### config.mk
export PLATFORM = sky130hd
export DESIGN_NAME = cmcr_top
export DESIGN_NICKNAME = d
export VERILOG_FILES = /design/src/hw/cmcr_pkg.sv /design/src/hw/cmcr_top.sv /design/src/hw/cmcr_fault_timer.sv
export SDC_FILE = /design/constraint.sdc
export NUM_CORES = 2
export LEC_CHECK = 0
export ABC_AREA = 1
export BUFFER_PORTS_ARGS = -buffer_cell sky130_fd_sc_hd__buf_2
export CELL_PAD_IN_SITES_DETAIL_PLACEMENT = 0
export CELL_PAD_IN_SITES_GLOBAL_PLACEMENT = 1
export CORE_MARGIN = 5
export CORE_UTILIZATION = 27
export CTS_CLUSTER_SIZE = 16
export DETAILED_ROUTE_END_ITERATION = 10
export PLACE_DENSITY = 0.53
export SLEW_MARGIN = 20
export SYNTH_ARGS = -nofsm -noshare
export SYNTH_HDL_FRONTEND = slang
export SYNTH_SLANG_ARGS = --single-unit
export TNS_END_PERCENT = 5
### constraint.sdc
create_clock -name CLK_SYS -period 18.7 [get_ports CLK_SYS]
set_clock_uncertainty 0.15 [all_clocks]
set_input_delay 4.675 -clock CLK_SYS [delete_from_list [all_inputs] [get_ports CLK_SYS]]
set_output_delay 4.675 -clock CLK_SYS [all_outputs]
set_load 0.05 [all_outputs]
### src/hw/cmcr_pkg.sv
// Constants shared by the converter configuration register bank
// Function
// - Hold an unsigned byte setting the remote control input trigger threshold.
// - Kickstart pre-trigger time is 20 us plus 450 ns per count.
// - Fast input-off criterion is the input-off threshold plus the programmed offset.
// - Power-good pin is active low for polarity 0, active high for 1.
// - Bit 7 of the fast overcurrent word enables fast overcurrent protection.
// - Trip only after the five-bit count of consecutive overcurrent samples.
// - Seven-bit level is one of 128 steps against the current readout.
// - Time-base codes 0 to 3 give 1 ms, 10 ms, 100 ms, 1 s units.
// - Time-base fields: 7:6 output voltage, 5:4 input, 3:2 current, 1:0 temperature.
// - Fault retry or delay time equals the count times the selected unit.
// - Scale monitor block read: on-state offset in 31:16, off-state scale 15:0.
// - Pre-bias start needs input slope within limits in 63:48 and 47:32.
// - Pre-bias start needs output slope within limits in 31:16 and 15:0.
// - Filter select 0 picks output voltage, 1 output current, 2 feed-forward.
// - Slope limits move only as one eight-byte block write or read; a shorter read is not flagged as an error.
package cmcr_pkg;

  // ----------------------------------------------------------------------
  // Command codes
  // ----------------------------------------------------------------------
  localparam logic [7:0] CMD_RC_THRESHOLD = 8'hC6;
  localparam logic [7:0] CMD_KS_PRETRIG = 8'hC7;
  localparam logic [7:0] CMD_FAST_IN_OFF = 8'hC8;
  localparam logic [7:0] CMD_PG_POLARITY = 8'hD0;
  localparam logic [7:0] CMD_FAST_OCP = 8'hD1;
  localparam logic [7:0] CMD_RESP_UNIT = 8'hD2;
  localparam logic [7:0] CMD_SCALE_MON = 8'hD3;
  localparam logic [7:0] CMD_SLOPE_LIM = 8'hD4;
  localparam logic [7:0] CMD_FILTER_SEL = 8'hD5;

  // ----------------------------------------------------------------------
  // Transfer lengths in data bytes
  // ----------------------------------------------------------------------
  localparam logic [3:0] LEN_BYTE = 4'h1;
  localparam logic [3:0] LEN_WORD = 4'h2;
  localparam logic [3:0] LEN_SCALE = 4'h4;
  localparam logic [3:0] LEN_SLOPE = 4'h8;
  localparam logic [7:0] RD_FILL = 8'hFF;

  // ----------------------------------------------------------------------
  // Field layout
  // ----------------------------------------------------------------------
  localparam logic [15:0] OCP_DEFINED_MASK = 16'h1FFF;
  localparam int OCP_EN_BIT = 7;
  localparam int OCP_CNT_LSB = 8;
  localparam int OCP_CNT_W = 5;
  localparam int OCP_LVL_W = 7;
  localparam int TB_W = 2;
  localparam int TB_VOUT_LSB = 6;
  localparam int TB_VIN_LSB = 4;
  localparam int TB_IOUT_LSB = 2;
  localparam int TB_TEMP_LSB = 0;
  localparam int SLOPE_W = 16;
  localparam int SL_VIN_POS_LSB = 48;
  localparam int SL_VIN_NEG_LSB = 32;
  localparam int SL_VOUT_POS_LSB = 16;
  localparam int SL_VOUT_NEG_LSB = 0;
  localparam int SCALE_ON_LSB = 16;
  localparam int SCALE_OFF_LSB = 0;
  localparam logic [7:0] PG_ACTIVE_HIGH = 8'h01;
  localparam logic [7:0] FILT_VOUT = 8'h00;
  localparam logic [7:0] FILT_IOUT = 8'h01;
  localparam logic [7:0] FILT_FEED_FWD = 8'h02;

  // ----------------------------------------------------------------------
  // Reset values
  // ----------------------------------------------------------------------
  localparam logic [7:0] RST_BYTE = 8'h00;
  localparam logic [15:0] RST_OCP = 16'h0000;
  localparam logic [63:0] RST_SLOPE = 64'h0000_0000_0000_0000;

  // ----------------------------------------------------------------------
  // Timing
  // ----------------------------------------------------------------------
  localparam int CLK_PERIOD_NS = 8;
  localparam int KS_BASE_NS = 20000;
  localparam int KS_STEP_NS = 450;
  localparam int MS_TICK_NS = 1000000;
  localparam int MS_TICK_CYCLES = MS_TICK_NS / CLK_PERIOD_NS;
  localparam int FAULT_CLASSES = 4;
  localparam int FAULT_MS_W = 18;
  localparam logic [9:0] UNIT_1MS = 10'd1;
  localparam logic [9:0] UNIT_10MS = 10'd10;
  localparam logic [9:0] UNIT_100MS = 10'd100;
  localparam logic [9:0] UNIT_1S = 10'd1000;

endpackage

### src/hw/cmcr_top.sv
// Manufacturer configuration register bank with its control consumers
`timescale 1ns/10ps
module cmcr_top
#(
  parameter int MS_TICK_CYCLES = cmcr_pkg::MS_TICK_CYCLES
)
(
  input wire logic CLK_SYS,
  input wire logic SYS_RST,
  input wire logic TXN_START,
  input wire logic [7:0] TXN_CMD,
  input wire logic TXN_WRITE,
  input wire logic WR_VALID,
  input wire logic [7:0] WR_DATA,
  input wire logic RD_REQ,
  input wire logic TXN_STOP,
  output logic RD_VALID,
  output logic [7:0] RD_DATA,
  output logic TXN_DONE,
  output logic TXN_ERROR,
  input wire logic [7:0] RC_ANALOG_LEVEL,
  output logic REMOTE_ON,
  output logic [14:0] KICKSTART_CYCLES,
  input wire logic [7:0] INPUT_OFF_THRESHOLD,
  input wire logic [7:0] INPUT_VOLTAGE,
  output logic [8:0] FAST_INPUT_OFF_LEVEL,
  output logic FAST_INPUT_OFF,
  input wire logic POWER_GOOD_INT,
  output logic POWER_GOOD_PIN,
  input wire logic OCP_SAMPLE_VALID,
  input wire logic [6:0] OCP_SAMPLE_LEVEL,
  output logic OCP_TRIP,
  input wire logic [3:0] FAULT_START,
  input wire logic [31:0] FAULT_COUNTS,
  output logic [3:0] FAULT_BUSY,
  output logic [3:0] FAULT_DONE,
  input wire logic [15:0] TRIM_ON_OFFSET,
  input wire logic [15:0] TRIM_OFF_SCALE,
  input wire logic PREBIAS_REQ,
  input wire logic signed [15:0] INPUT_SLOPE,
  input wire logic signed [15:0] OUTPUT_SLOPE,
  output logic PREBIAS_START_OK,
  output logic [2:0] FILTER_SELECT_ONEHOT
);

  // ----------------------------------------------------------------------
  // Helpers
  // ----------------------------------------------------------------------
  // Data length of a command, zero when the code is not in this bank
  function automatic logic [3:0] cmd_len(input logic [7:0] cmd);
    case (cmd)
      cmcr_pkg::CMD_RC_THRESHOLD,
      cmcr_pkg::CMD_KS_PRETRIG,
      cmcr_pkg::CMD_FAST_IN_OFF,
      cmcr_pkg::CMD_PG_POLARITY,
      cmcr_pkg::CMD_RESP_UNIT,
      cmcr_pkg::CMD_FILTER_SEL: cmd_len = cmcr_pkg::LEN_BYTE;
      cmcr_pkg::CMD_FAST_OCP: cmd_len = cmcr_pkg::LEN_WORD;
      cmcr_pkg::CMD_SCALE_MON: cmd_len = cmcr_pkg::LEN_SCALE;
      cmcr_pkg::CMD_SLOPE_LIM: cmd_len = cmcr_pkg::LEN_SLOPE;
      default: cmd_len = 4'h0;
    endcase
  endfunction

  // Block transfers carry a leading byte count
  function automatic logic cmd_block(input logic [7:0] cmd);
    cmd_block = (cmd == cmcr_pkg::CMD_SCALE_MON) ||
                (cmd == cmcr_pkg::CMD_SLOPE_LIM);
  endfunction

  function automatic logic signed [15:0] slope_field(
    input logic [63:0] limits,
    input int lsb);
    slope_field = limits[lsb +: cmcr_pkg::SLOPE_W];
  endfunction

  // ----------------------------------------------------------------------
  // Registers
  // ----------------------------------------------------------------------
  logic [7:0] rc_threshold_q;
  logic [7:0] ks_pretrig_q;
  logic [7:0] fast_in_off_q;
  logic [7:0] pg_polarity_q;
  logic [15:0] fast_ocp_q;
  logic [7:0] resp_unit_q;
  logic [63:0] slope_lim_q;
  logic [7:0] filter_sel_q;

  logic [7:0] cmd_q;
  logic wr_q;
  logic active_q;
  logic [3:0] idx_q;
  logic [7:0] blk_cnt_q;
  logic [63:0] wbuf_q;
  logic [63:0] cur_val;
  logic [3:0] cur_len;
  logic cur_blk;
  logic [3:0] pos;
  logic wr_ok;

  assign cur_len = cmd_len(cmd_q);
  assign cur_blk = cmd_block(cmd_q);
  assign pos = (cur_blk ? idx_q - 4'h1 : idx_q);

  // The stop commits only a complete transfer of the exact documented size
  assign wr_ok = active_q && wr_q &&
                 (cur_len != 4'h0) &&
                 (cmd_q != cmcr_pkg::CMD_SCALE_MON) &&
                 (idx_q == cur_len + {3'b000, cur_blk}) &&
                 (!cur_blk || blk_cnt_q == {4'h0, cur_len});

  // ----------------------------------------------------------------------
  // Read view
  // ----------------------------------------------------------------------
  always_comb
  begin
    cur_val = '0;
    case (cmd_q)
      cmcr_pkg::CMD_RC_THRESHOLD: cur_val[7:0] = rc_threshold_q;
      cmcr_pkg::CMD_KS_PRETRIG: cur_val[7:0] = ks_pretrig_q;
      cmcr_pkg::CMD_FAST_IN_OFF: cur_val[7:0] = fast_in_off_q;
      cmcr_pkg::CMD_PG_POLARITY: cur_val[7:0] = pg_polarity_q;
      cmcr_pkg::CMD_FAST_OCP:
        cur_val[15:0] = fast_ocp_q & cmcr_pkg::OCP_DEFINED_MASK;
      cmcr_pkg::CMD_RESP_UNIT: cur_val[7:0] = resp_unit_q;
      cmcr_pkg::CMD_SCALE_MON:
      begin
        cur_val[cmcr_pkg::SCALE_ON_LSB +: 16] = TRIM_ON_OFFSET;
        cur_val[cmcr_pkg::SCALE_OFF_LSB +: 16] = TRIM_OFF_SCALE;
      end
      cmcr_pkg::CMD_SLOPE_LIM: cur_val = slope_lim_q;
      cmcr_pkg::CMD_FILTER_SEL: cur_val[7:0] = filter_sel_q;
      default: cur_val = '0;
    endcase
  end

  // ----------------------------------------------------------------------
  // Transaction framing
  // ----------------------------------------------------------------------
  always_ff @(posedge CLK_SYS or posedge SYS_RST)
  begin
    if (SYS_RST)
    begin
      cmd_q <= 8'h00;
      wr_q <= 1'b0;
      active_q <= 1'b0;
      idx_q <= 4'h0;
      blk_cnt_q <= 8'h00;
      wbuf_q <= '0;
    end
    else if (TXN_START)
    begin
      cmd_q <= TXN_CMD;
      wr_q <= TXN_WRITE;
      active_q <= 1'b1;
      idx_q <= 4'h0;
      blk_cnt_q <= 8'h00;
      wbuf_q <= '0;
    end
    else if (TXN_STOP)
    begin
      active_q <= 1'b0;
    end
    else if (active_q && wr_q && WR_VALID)
    begin
      // Bytes beyond the longest transfer only push the count past valid
      if (idx_q != 4'hF)
        idx_q <= idx_q + 4'h1;
      if (cur_blk && idx_q == 4'h0)
        blk_cnt_q <= WR_DATA;
      else if (pos < 4'h8)
        wbuf_q[pos[2:0]*8 +: 8] <= WR_DATA; // Low byte first
    end
    else if (active_q && !wr_q && RD_REQ)
    begin
      if (idx_q != 4'hF)
        idx_q <= idx_q + 4'h1;
    end
  end

  always_ff @(posedge CLK_SYS or posedge SYS_RST)
  begin
    if (SYS_RST)
    begin
      RD_VALID <= 1'b0;
      RD_DATA <= 8'h00;
    end
    else
    begin
      RD_VALID <= active_q && !wr_q && RD_REQ && !TXN_START && !TXN_STOP;
      if (active_q && !wr_q && RD_REQ)
      begin
        if (cur_blk && idx_q == 4'h0)
          RD_DATA <= {4'h0, cur_len};
        else if (cur_len != 4'h0 && pos < cur_len)
          RD_DATA <= cur_val[pos[2:0]*8 +: 8];
        else
          RD_DATA <= cmcr_pkg::RD_FILL;
      end
    end
  end

  always_ff @(posedge CLK_SYS or posedge SYS_RST)
  begin
    if (SYS_RST)
    begin
      TXN_DONE <= 1'b0;
      TXN_ERROR <= 1'b0;
    end
    else
    begin
      TXN_DONE <= TXN_STOP && active_q && !TXN_START;
      TXN_ERROR <= TXN_STOP && active_q && !TXN_START &&
                   (wr_q ? !wr_ok : (cur_len == 4'h0));
    end
  end

  // ----------------------------------------------------------------------
  // Register commit
  // ----------------------------------------------------------------------
  always_ff @(posedge CLK_SYS or posedge SYS_RST)
  begin
    if (SYS_RST)
    begin
      rc_threshold_q <= cmcr_pkg::RST_BYTE;
      ks_pretrig_q <= cmcr_pkg::RST_BYTE;
      fast_in_off_q <= cmcr_pkg::RST_BYTE;
      pg_polarity_q <= cmcr_pkg::RST_BYTE;
      fast_ocp_q <= cmcr_pkg::RST_OCP;
      resp_unit_q <= cmcr_pkg::RST_BYTE;
      slope_lim_q <= cmcr_pkg::RST_SLOPE;
      filter_sel_q <= cmcr_pkg::RST_BYTE;
    end
    else if (TXN_STOP && !TXN_START && wr_ok)
    begin
      case (cmd_q)
        cmcr_pkg::CMD_RC_THRESHOLD: rc_threshold_q <= wbuf_q[7:0];
        cmcr_pkg::CMD_KS_PRETRIG: ks_pretrig_q <= wbuf_q[7:0];
        cmcr_pkg::CMD_FAST_IN_OFF: fast_in_off_q <= wbuf_q[7:0];
        cmcr_pkg::CMD_PG_POLARITY: pg_polarity_q <= wbuf_q[7:0];
        cmcr_pkg::CMD_FAST_OCP:
          fast_ocp_q <= wbuf_q[15:0] & cmcr_pkg::OCP_DEFINED_MASK;
        cmcr_pkg::CMD_RESP_UNIT: resp_unit_q <= wbuf_q[7:0];
        cmcr_pkg::CMD_SLOPE_LIM: slope_lim_q <= wbuf_q;
        cmcr_pkg::CMD_FILTER_SEL: filter_sel_q <= wbuf_q[7:0];
        default: ;
      endcase
    end
  end

  // ----------------------------------------------------------------------
  // Remote control, kickstart and input-off
  // ----------------------------------------------------------------------
  logic [31:0] ks_ns;

  assign ks_ns = cmcr_pkg::KS_BASE_NS +
                 cmcr_pkg::KS_STEP_NS * {24'h00_0000, ks_pretrig_q};

  always_ff @(posedge CLK_SYS or posedge SYS_RST)
  begin
    if (SYS_RST)
    begin
      REMOTE_ON <= 1'b0;
      KICKSTART_CYCLES <= 15'h0000;
      FAST_INPUT_OFF_LEVEL <= 9'h000;
      FAST_INPUT_OFF <= 1'b0;
    end
    else
    begin
      REMOTE_ON <= (RC_ANALOG_LEVEL >= rc_threshold_q);
      // Rounded up so the pre-trigger is never shorter than programmed
      KICKSTART_CYCLES <= 15'((ks_ns + cmcr_pkg::CLK_PERIOD_NS - 1) /
                              cmcr_pkg::CLK_PERIOD_NS);
      FAST_INPUT_OFF_LEVEL <= {1'b0, INPUT_OFF_THRESHOLD} +
                              {1'b0, fast_in_off_q};
      FAST_INPUT_OFF <= ({1'b0, INPUT_VOLTAGE} <
                         ({1'b0, INPUT_OFF_THRESHOLD} +
                          {1'b0, fast_in_off_q}));
    end
  end

  // ----------------------------------------------------------------------
  // Power-good pin
  // ----------------------------------------------------------------------
  // Until polarity is known the pin shows not-good in the active-low sense
  always_ff @(posedge CLK_SYS or posedge SYS_RST)
  begin
    if (SYS_RST)
      POWER_GOOD_PIN <= 1'b1;
    else if (pg_polarity_q == cmcr_pkg::PG_ACTIVE_HIGH)
      POWER_GOOD_PIN <= POWER_GOOD_INT;
    else
      POWER_GOOD_PIN <= !POWER_GOOD_INT;
  end

  // ----------------------------------------------------------------------
  // Fast overcurrent
  // ----------------------------------------------------------------------
  logic [cmcr_pkg::OCP_CNT_W-1:0] ocp_run_q;
  logic [cmcr_pkg::OCP_CNT_W-1:0] ocp_need;
  logic ocp_en;
  logic ocp_over;

  assign ocp_en = fast_ocp_q[cmcr_pkg::OCP_EN_BIT];
  assign ocp_need = fast_ocp_q[cmcr_pkg::OCP_CNT_LSB +: cmcr_pkg::OCP_CNT_W];
  assign ocp_over = OCP_SAMPLE_LEVEL >=
                    fast_ocp_q[cmcr_pkg::OCP_LVL_W-1:0];

  always_ff @(posedge CLK_SYS or posedge SYS_RST)
  begin
    if (SYS_RST)
    begin
      ocp_run_q <= '0;
      OCP_TRIP <= 1'b0;
    end
    else if (!ocp_en)
    begin
      ocp_run_q <= '0;
      OCP_TRIP <= 1'b0;
    end
    else if (OCP_SAMPLE_VALID)
    begin
      if (!ocp_over)
      begin
        ocp_run_q <= '0;
        OCP_TRIP <= 1'b0;
      end
      else
      begin
        if (ocp_run_q != '1)
          ocp_run_q <= ocp_run_q + 1'b1;
        // A count of zero is taken as one sample
        OCP_TRIP <= ({1'b0, ocp_run_q} + 6'h01 >= {1'b0, ocp_need});
      end
    end
  end

  // ----------------------------------------------------------------------
  // Fault response timers
  // ----------------------------------------------------------------------
  logic [31:0] ms_cnt_q;
  logic ms_tick_q;

  always_ff @(posedge CLK_SYS or posedge SYS_RST)
  begin
    if (SYS_RST)
    begin
      ms_cnt_q <= '0;
      ms_tick_q <= 1'b0;
    end
    else if (ms_cnt_q == 32'(MS_TICK_CYCLES - 1))
    begin
      ms_cnt_q <= '0;
      ms_tick_q <= 1'b1;
    end
    else
    begin
      ms_cnt_q <= ms_cnt_q + 32'h0000_0001;
      ms_tick_q <= 1'b0;
    end
  end

  localparam int TB_LSB [cmcr_pkg::FAULT_CLASSES] = '{
    cmcr_pkg::TB_TEMP_LSB, cmcr_pkg::TB_IOUT_LSB,
    cmcr_pkg::TB_VIN_LSB, cmcr_pkg::TB_VOUT_LSB};

  // Class 0 temperature, 1 output current, 2 input voltage, 3 output voltage
  for (genvar g = 0; g < cmcr_pkg::FAULT_CLASSES; g++)
  begin : g_fault
    cmcr_fault_timer u_timer
    (
      .clk(CLK_SYS),
      .rst(SYS_RST),
      .ms_tick(ms_tick_q),
      .unit_code(resp_unit_q[TB_LSB[g] +: cmcr_pkg::TB_W]),
      .count(FAULT_COUNTS[g*8 +: 8]),
      .start(FAULT_START[g]),
      .busy(FAULT_BUSY[g]),
      .done(FAULT_DONE[g])
    );
  end

  // ----------------------------------------------------------------------
  // Pre-bias start check
  // ----------------------------------------------------------------------
  // Negative limits are magnitudes compared against the negated slope
  always_ff @(posedge CLK_SYS or posedge SYS_RST)
  begin
    if (SYS_RST)
      PREBIAS_START_OK <= 1'b0;
    else
      PREBIAS_START_OK <= PREBIAS_REQ &&
        (INPUT_SLOPE <= slope_field(slope_lim_q,
                                    cmcr_pkg::SL_VIN_POS_LSB)) &&
        (-INPUT_SLOPE <= slope_field(slope_lim_q,
                                     cmcr_pkg::SL_VIN_NEG_LSB)) &&
        (OUTPUT_SLOPE <= slope_field(slope_lim_q,
                                     cmcr_pkg::SL_VOUT_POS_LSB)) &&
        (-OUTPUT_SLOPE <= slope_field(slope_lim_q,
                                      cmcr_pkg::SL_VOUT_NEG_LSB));
  end

  // ----------------------------------------------------------------------
  // Filter coefficient selection
  // ----------------------------------------------------------------------
  always_ff @(posedge CLK_SYS or posedge SYS_RST)
  begin
    if (SYS_RST)
      FILTER_SELECT_ONEHOT <= 3'b001;
    else
    begin
      case (filter_sel_q)
        cmcr_pkg::FILT_VOUT: FILTER_SELECT_ONEHOT <= 3'b001;
        cmcr_pkg::FILT_IOUT: FILTER_SELECT_ONEHOT <= 3'b010;
        cmcr_pkg::FILT_FEED_FWD: FILTER_SELECT_ONEHOT <= 3'b100;
        default: FILTER_SELECT_ONEHOT <= 3'b000;
      endcase
    end
  end

endmodule

### src/hw/cmcr_fault_timer.sv
// Fault response retry or delay timer for one fault class
`timescale 1ns/10ps
module cmcr_fault_timer
(
  input wire logic clk,
  input wire logic rst,
  input wire logic ms_tick,
  input wire logic [1:0] unit_code,
  input wire logic [7:0] count,
  input wire logic start,
  output logic busy,
  output logic done
);

  logic [cmcr_pkg::FAULT_MS_W-1:0] remain_q;
  logic [cmcr_pkg::FAULT_MS_W-1:0] total_d;
  logic [9:0] unit_ms;

  // ----------------------------------------------------------------------
  // Unit and total
  // ----------------------------------------------------------------------
  always_comb
  begin
    case (unit_code)
      2'd0: unit_ms = cmcr_pkg::UNIT_1MS;
      2'd1: unit_ms = cmcr_pkg::UNIT_10MS;
      2'd2: unit_ms = cmcr_pkg::UNIT_100MS;
      default: unit_ms = cmcr_pkg::UNIT_1S;
    endcase
    total_d = cmcr_pkg::FAULT_MS_W'(count) *
              cmcr_pkg::FAULT_MS_W'(unit_ms);
  end

  // Unit is sampled at start so a later rewrite does not stretch a wait
  always_ff @(posedge clk or posedge rst)
  begin
    if (rst)
    begin
      remain_q <= '0;
      busy <= 1'b0;
      done <= 1'b0;
    end
    else
    begin
      done <= 1'b0;
      if (start)
      begin
        remain_q <= total_d;
        busy <= (total_d != '0);
        done <= (total_d == '0);
      end
      else if (busy && ms_tick)
      begin
        remain_q <= remain_q - 1'b1;
        if (remain_q == 1)
        begin
          busy <= 1'b0;
          done <= 1'b1;
        end
      end
    end
  end

endmodule

== Word-level counts from Yosys, hierarchy flattened ==
Cells that the tools add are included.
Cells by class
  $add $sub $neg: 17
  multipliers: 5
  $lt $le $gt $ge: 10
  eq/ne operators: 34
  shifts and indexed selects: 3
  muxes and demuxes: 73
  reduce and logical (&&, ||, !) cells: 79
Operators by type and width (count)
  64-bit two-way mux: 5
  18-bit two-way mux: 8
  10-bit one-hot mux with 3 select lines: 4
  18-bit by 1-bit subtractor with 18-bit output, second input constant: 5
  18-bit by 1-bit == test with 1-bit output, second input constant: 4
  8-bit == test, second input constant: 9
  18-bit zero test: 4
  8-bit by 10-bit multiplier with 18-bit output: 4
  8-bit one-hot mux with 9 select lines: 1
  18-bit nonzero test: 4
  64-bit bitwise mux: 1
  16-bit less-or-equal comparator: 4
  32-bit two-way mux: 2
  8-bit by 34-bit variable shift with 64-bit output, first input constant: 1
  64-bit by 7-bit variable part select with 8-bit output: 1
  8-bit by 34-bit variable part select with 64-bit output: 1
  8-bit two-way mux: 6
  6-bit negator with 34-bit output: 1
  32-bit by 1-bit adder with 32-bit output, second input constant: 1
  32-bit by 17-bit == test with 1-bit output, second input constant: 1
  1-bit two-way mux: 32
  16-bit negator: 2
  16-bit one-hot mux with 2 select lines: 1
  2-bit AND reduction: 14
  other kinds (43): 105
Storage, ports and cells
  register bits after elaboration: 372
  input bits: 157
  output and inout port bits: 51
  logic and storage cells: 262

== Depth between registers and ports, before layout ==
  word-level depth: 11
  mapped depth: 27

== Modules after synthesis ==
A second synthesis with hierarchy kept.
Unflattened totals
  cells, all modules: 4706
  area, all modules: 34279.1 um2
Modules (own cells, without submodules)
  cmcr_top: instances 1, cells each 2339, area each 18089.8 um2
  cmcr_fault_timer (g_fault[0].u_timer): instances 1, cells each 599, area each 4106.4 um2
  cmcr_fault_timer (g_fault[1].u_timer): instances 1, cells each 602, area each 4060.1 um2
  cmcr_fault_timer (g_fault[2].u_timer): instances 1, cells each 581, area each 4023.9 um2
  cmcr_fault_timer (g_fault[3].u_timer): instances 1, cells each 585, area each 3998.8 um2

== Worst setup path before layout ==
OpenSTA, ideal clock, no wires.
  path type: input -> register
  from: in FAULT_COUNTS[18]
  to: reg g_fault[2].u_timer.busy
  library setup time: 0.121 ns
  arrival: 8.573 ns
  required time: 18.429 ns
  setup slack: 9.855 ns
  cell stages on the path: 23
  buffers on the path: 0
  path through: inv_1 nor2_1 inv_1 fa_1 inv_1 fa_1 fa_1 inv_1 fa_1 inv_1 ha_1 nand2_1 o21ai_0 inv_1 nand2_1 xor2_1 nand2_1 nor2_1 nand3_1 nor2_1 nand2_1 nand2_1 nand2_1
Between the ends
  cells in the longest elaborated chain, start to end: 3
RTL lines
  from (decl): RTL line cmcr_top.sv:34  | input wire logic [31:0] FAULT_COUNTS,
  8-bit by 10-bit multiplier with 18-bit output: RTL line cmcr_fault_timer.sv:30  | total_d = cmcr_pkg::FAULT_MS_W'(count) *
  18-bit nonzero test: RTL line cmcr_fault_timer.sv:49  | busy <= (total_d != '0);
  1-bit two-way mux: RTL line cmcr_fault_timer.sv:46  | if (start)
  to (signal assigned): RTL line cmcr_fault_timer.sv:49
  to (decl): RTL line cmcr_fault_timer.sv:11  | output logic busy,
No other way between the ends.
A chain may end at the register's enable or synchronous reset.

== Worst setup path in the final report ==
  from: in FAULT_COUNTS[10]
  to: reg g_fault[1].u_timer.done
Between the ends
  cells in the longest elaborated chain, start to end: 3
RTL lines
  8-bit by 10-bit multiplier with 18-bit output: RTL line cmcr_fault_timer.sv:30
  18-bit zero test: RTL line cmcr_fault_timer.sv:50  | done <= (total_d == '0);
  1-bit two-way mux: RTL line cmcr_fault_timer.sv:46
  to (signal assigned): RTL line cmcr_fault_timer.sv:50
  to (decl): RTL line cmcr_fault_timer.sv:12  | output logic done
No other way between the ends.

==> summary.md <==
| Metric | Value |
|---|---|
| Setup_tns | `0 ns` |
| Via density | `4.52` |
| Reg2reg start | `resp_unit_q[1]` |
| Longest Clk Path Bufs | `3` |
| Initial antenna violation count | `22` |
| Hold Buf Count CTS | `0` |
| Area Growth Syn to Fin | `14.2%` |
| Rel. slew slack | `0.275` |
| Most frequent cells in the layout | `nand2_1, inv_1, dfrtp_1` |
| Hold path cells | `1` |
| Die width | `358 um` |
| Max-slew violations | `0` |
| Final period utilization | `0.469` |
| Core area | `0.120 mm^2` |
| RSZ-0062 raised after global routing | `false` |
| Num rows | `127` |
| Htree depth | `2` |
| Leak | `19.4 nW` |
| Placed standard-cell area | `0.0355 mm^2` |
| Die height | `358 um` |
| Post-synth EDFFs | `0` |
| ANT nets after route | `0` |
| Design Area, Final | `0.0373 mm^2` |
| Power after layout | `2.23 mW` |
| R2r endpoint | `g_fault[0].u_timer.done` |
| VDD IR max | `76.4 uV` |
| Commonest non-fill, non-tap cell in the layout | `nand2_1` |
| DR iter-0 viols | `1666` |
| Post-Syn Instances | `4313` |
| Final setup viols | `0` |
| Async SR Flop Fraction | `1.00` |
| Largest net degree at the start of global routing | `127` |
| Util after Layout | `0.311` |
| Root buffer cell | `clkbuf_16` |
| Ys flop type | `dfrtp_1` |
| Worst-Margin Slew | `1.08 ns` |
| Synth warnings | `0` |
| TritonCTS Buffers | `51` |
| Post-synthesis sequential area ratio | `0.285` |
| Share of cells above drive strength 1 | `0.0780` |
| Routability cong. | `0.816` |
| WHS | `0.308 ns` |
| Maxcap violations | `0` |
| Syn Area/Cell | `7.58 um^2` |
| Worst Hold End | `ms_cnt_q[0]` |
| Mapped Nets | `4989` |
| First-pass GRT wire length | `168 mm` |
| WL/cell | `17.5 um` |
| Initial Util | `0.272` |
| Synthesized area | `0.0327 mm^2` |
| FF+latch count, synth | `372` |
| Die area | `0.128 mm^2` |
| GRT overflow | `0` |
| Startpoint Class | `primary input` |
| Vias in the first global route | `28700` |
| Final Hold Viols | `0` |
| Post-CTS Setup Repair Bufs | `0` |
| Outcome | `finished, final reports clean` |
| Critical setup path kind | `in2reg` |
| Distinct cells, synth | `55` |
| Hold_sp | `ms_cnt_q[0]` |
| Crit path max fanout | `4` |
| Clk sinks | `372` |
| PD cells | `59.7 mW/mm^2` |
| Via count | `27800` |
| Clk slew on worst S/H paths | `0.06 ns` |
| Highest clock rate | `114 MHz` |
| GRT Overall Usage | `0.169` |
| Routed WL | `108 mm` |
| Post-cts gate resize count | `0` |
| DRC viols | `0` |
| I/O pins | `208` |
| Critical Path RT | `19.12 ns` |
| Hold WC Path Type | `reg2reg` |
| DRT Pass-1 Iters | `7` |
| WP data arrival | `9.20 ns` |
| R2R Setup Slk | `13.01 ns` |
| Nets | `5175` |
| CTS tree | `yes` |
| Post-layout minimum cycle time | `8.77 ns` |
| Clock latency on the worst-skew pair | `0.65 ns` |
| Crit path capture type | `register` |
| DP HPWL | `86.9 mm` |
| Port bufs | `207` |
| R2R cell count | `25` |
worst max-delay path by stage:
stage                           from                      end  slack (ns)  cells after the start
floorplan                    SYS_RST           FAST_INPUT_OFF        3.55                      1
global placement    FAULT_COUNTS[26]  g_fault[3].u_timer.busy        9.35                     22
detailed placement  FAULT_COUNTS[10]  g_fault[1].u_timer.done        9.30                     23
CTS                 FAULT_COUNTS[10]  g_fault[1].u_timer.done        9.98                     23
global route        FAULT_COUNTS[10]  g_fault[1].u_timer.done        9.63                     26
finish              FAULT_COUNTS[10]  g_fault[1].u_timer.done        9.93                     23
cells by family after synthesis:
family / Yosys count / share of synthesized area
xor+xnor: 155 / 0.0417
fa+ha+maj: 519 / 0.237
buf+inv: 987 / 0.115
flops: 372 / 0.285
simple gates: 1662 / 0.214
mux: 4 / 0.00138
compound gates: 614 / 0.105
cell usage after synthesis, types with 10 or more instances:
| library cell | number | area, um^2 |
|---|---|---|
| o22ai_1 | 14 | 87.6 |
| o21ai_0 | 300 | 1500 |
| xor2_1 | 86 | 753 |
| o211ai_1 | 53 | 398 |
| o21ai_1 | 23 | 115 |
| o21bai_1 | 10 | 75.1 |
| clkbuf_1 | 50 | 188 |
| nand2_2 | 11 | 68.8 |
| nor3_1 | 60 | 300 |
| ha_1 | 350 | 4380 |
| nand4_1 | 54 | 338 |
| nand2_1 | 923 | 3460 |
| buf_2 | 24 | 120 |
| fa_1 | 169 | 3380 |
| nand3b_1 | 16 | 120 |
| a21oi_1 | 148 | 741 |
| nor2_1 | 362 | 1360 |
| dfrtp_1 | 370 | 9260 |
| nor4_1 | 30 | 188 |
| nand3_1 | 176 | 881 |
| o221ai_1 | 19 | 166 |
| inv_1 | 890 | 3340 |
| xnor2_1 | 68 | 596 |
routing by layer:
metal  routed length, um  vias up  global-route usage
li1                    -    14000                   -
met3                4390      132              0.0268
met4                2570       10              0.0405
met1               51400    13200               0.233
met2               49400      429               0.278
met5                  69        -                   0
worst max-delay path, cell delays in order:
cell	delay, ns
buf_2	0.10
inv_1	0.05
nor2_1	0.28
inv_1	0.11
fa_1	0.54
inv_1	0.05
fa_1	0.46
fa_1	0.54
inv_1	0.06
fa_1	0.56
inv_1	0.05
ha_1	0.36
a21oi_1	0.28
o21ai_0	0.13
nand2_1	0.07
nand3_1	0.09
xnor2_1	0.28
nand2_1	0.09
nor2_1	0.14
nand2_1	0.06
nor2_1	0.09
nand3_1	0.07
nand2_1	0.07
through the flow:
| stage | setup WS [ns] | cells |
|---|---|---|
| after detailed placement | 9.30 | 6058 |
| final | 9.93 | 6160 |
| after global placement | 9.35 | 6058 |
| after floorplan | 3.55 | 4313 |
| after CTS | 9.98 | 6153 |
| after global routing | 9.63 | 6155 |
report_power, final:
group,switching [mW],internal (mW),leakage (nW),total (mW)
clock network,0.418,0.639,0.884,1.06
logic,0.240,0.0895,13.6,0.329
registers,0.0176,0.825,4.98,0.843
total,0.675,1.55,19.4,2.23
registers in the layout, indices dropped and copies added (netlist names), 5 cells and up:
register                  count
g_fault.u_timer.remain_q     72
KICKSTART_CYCLES             15
ks_pretrig_q                  8
slope_lim_q                  64
wbuf_q                       64
ms_cnt_q                     32
filter_sel_q                  8
rc_threshold_q                8
fast_ocp_q                   13
RD_DATA                       8
ocp_run_q                     5
FAST_INPUT_OFF_LEVEL          9
resp_unit_q                   8
fast_in_off_q                 8
blk_cnt_q                     8
cmd_q                         8
pg_polarity_q                 8
area by class of cell:
class / instances / area (um^2)
Antenna cell: 7 / 17.5
Fill cell: 13200 / 82800
Inverter: 898 / 3380
Clock inverter: 18 / 292
Multi-Input combinational cell: 2954 / 19600
Tap cell: 1612 / 2020
Sequential cell: 372 / 9310
Timing Repair Buffer: 222 / 1160
Clock buffer: 77 / 1530
(Power assumes the default switching activity.)
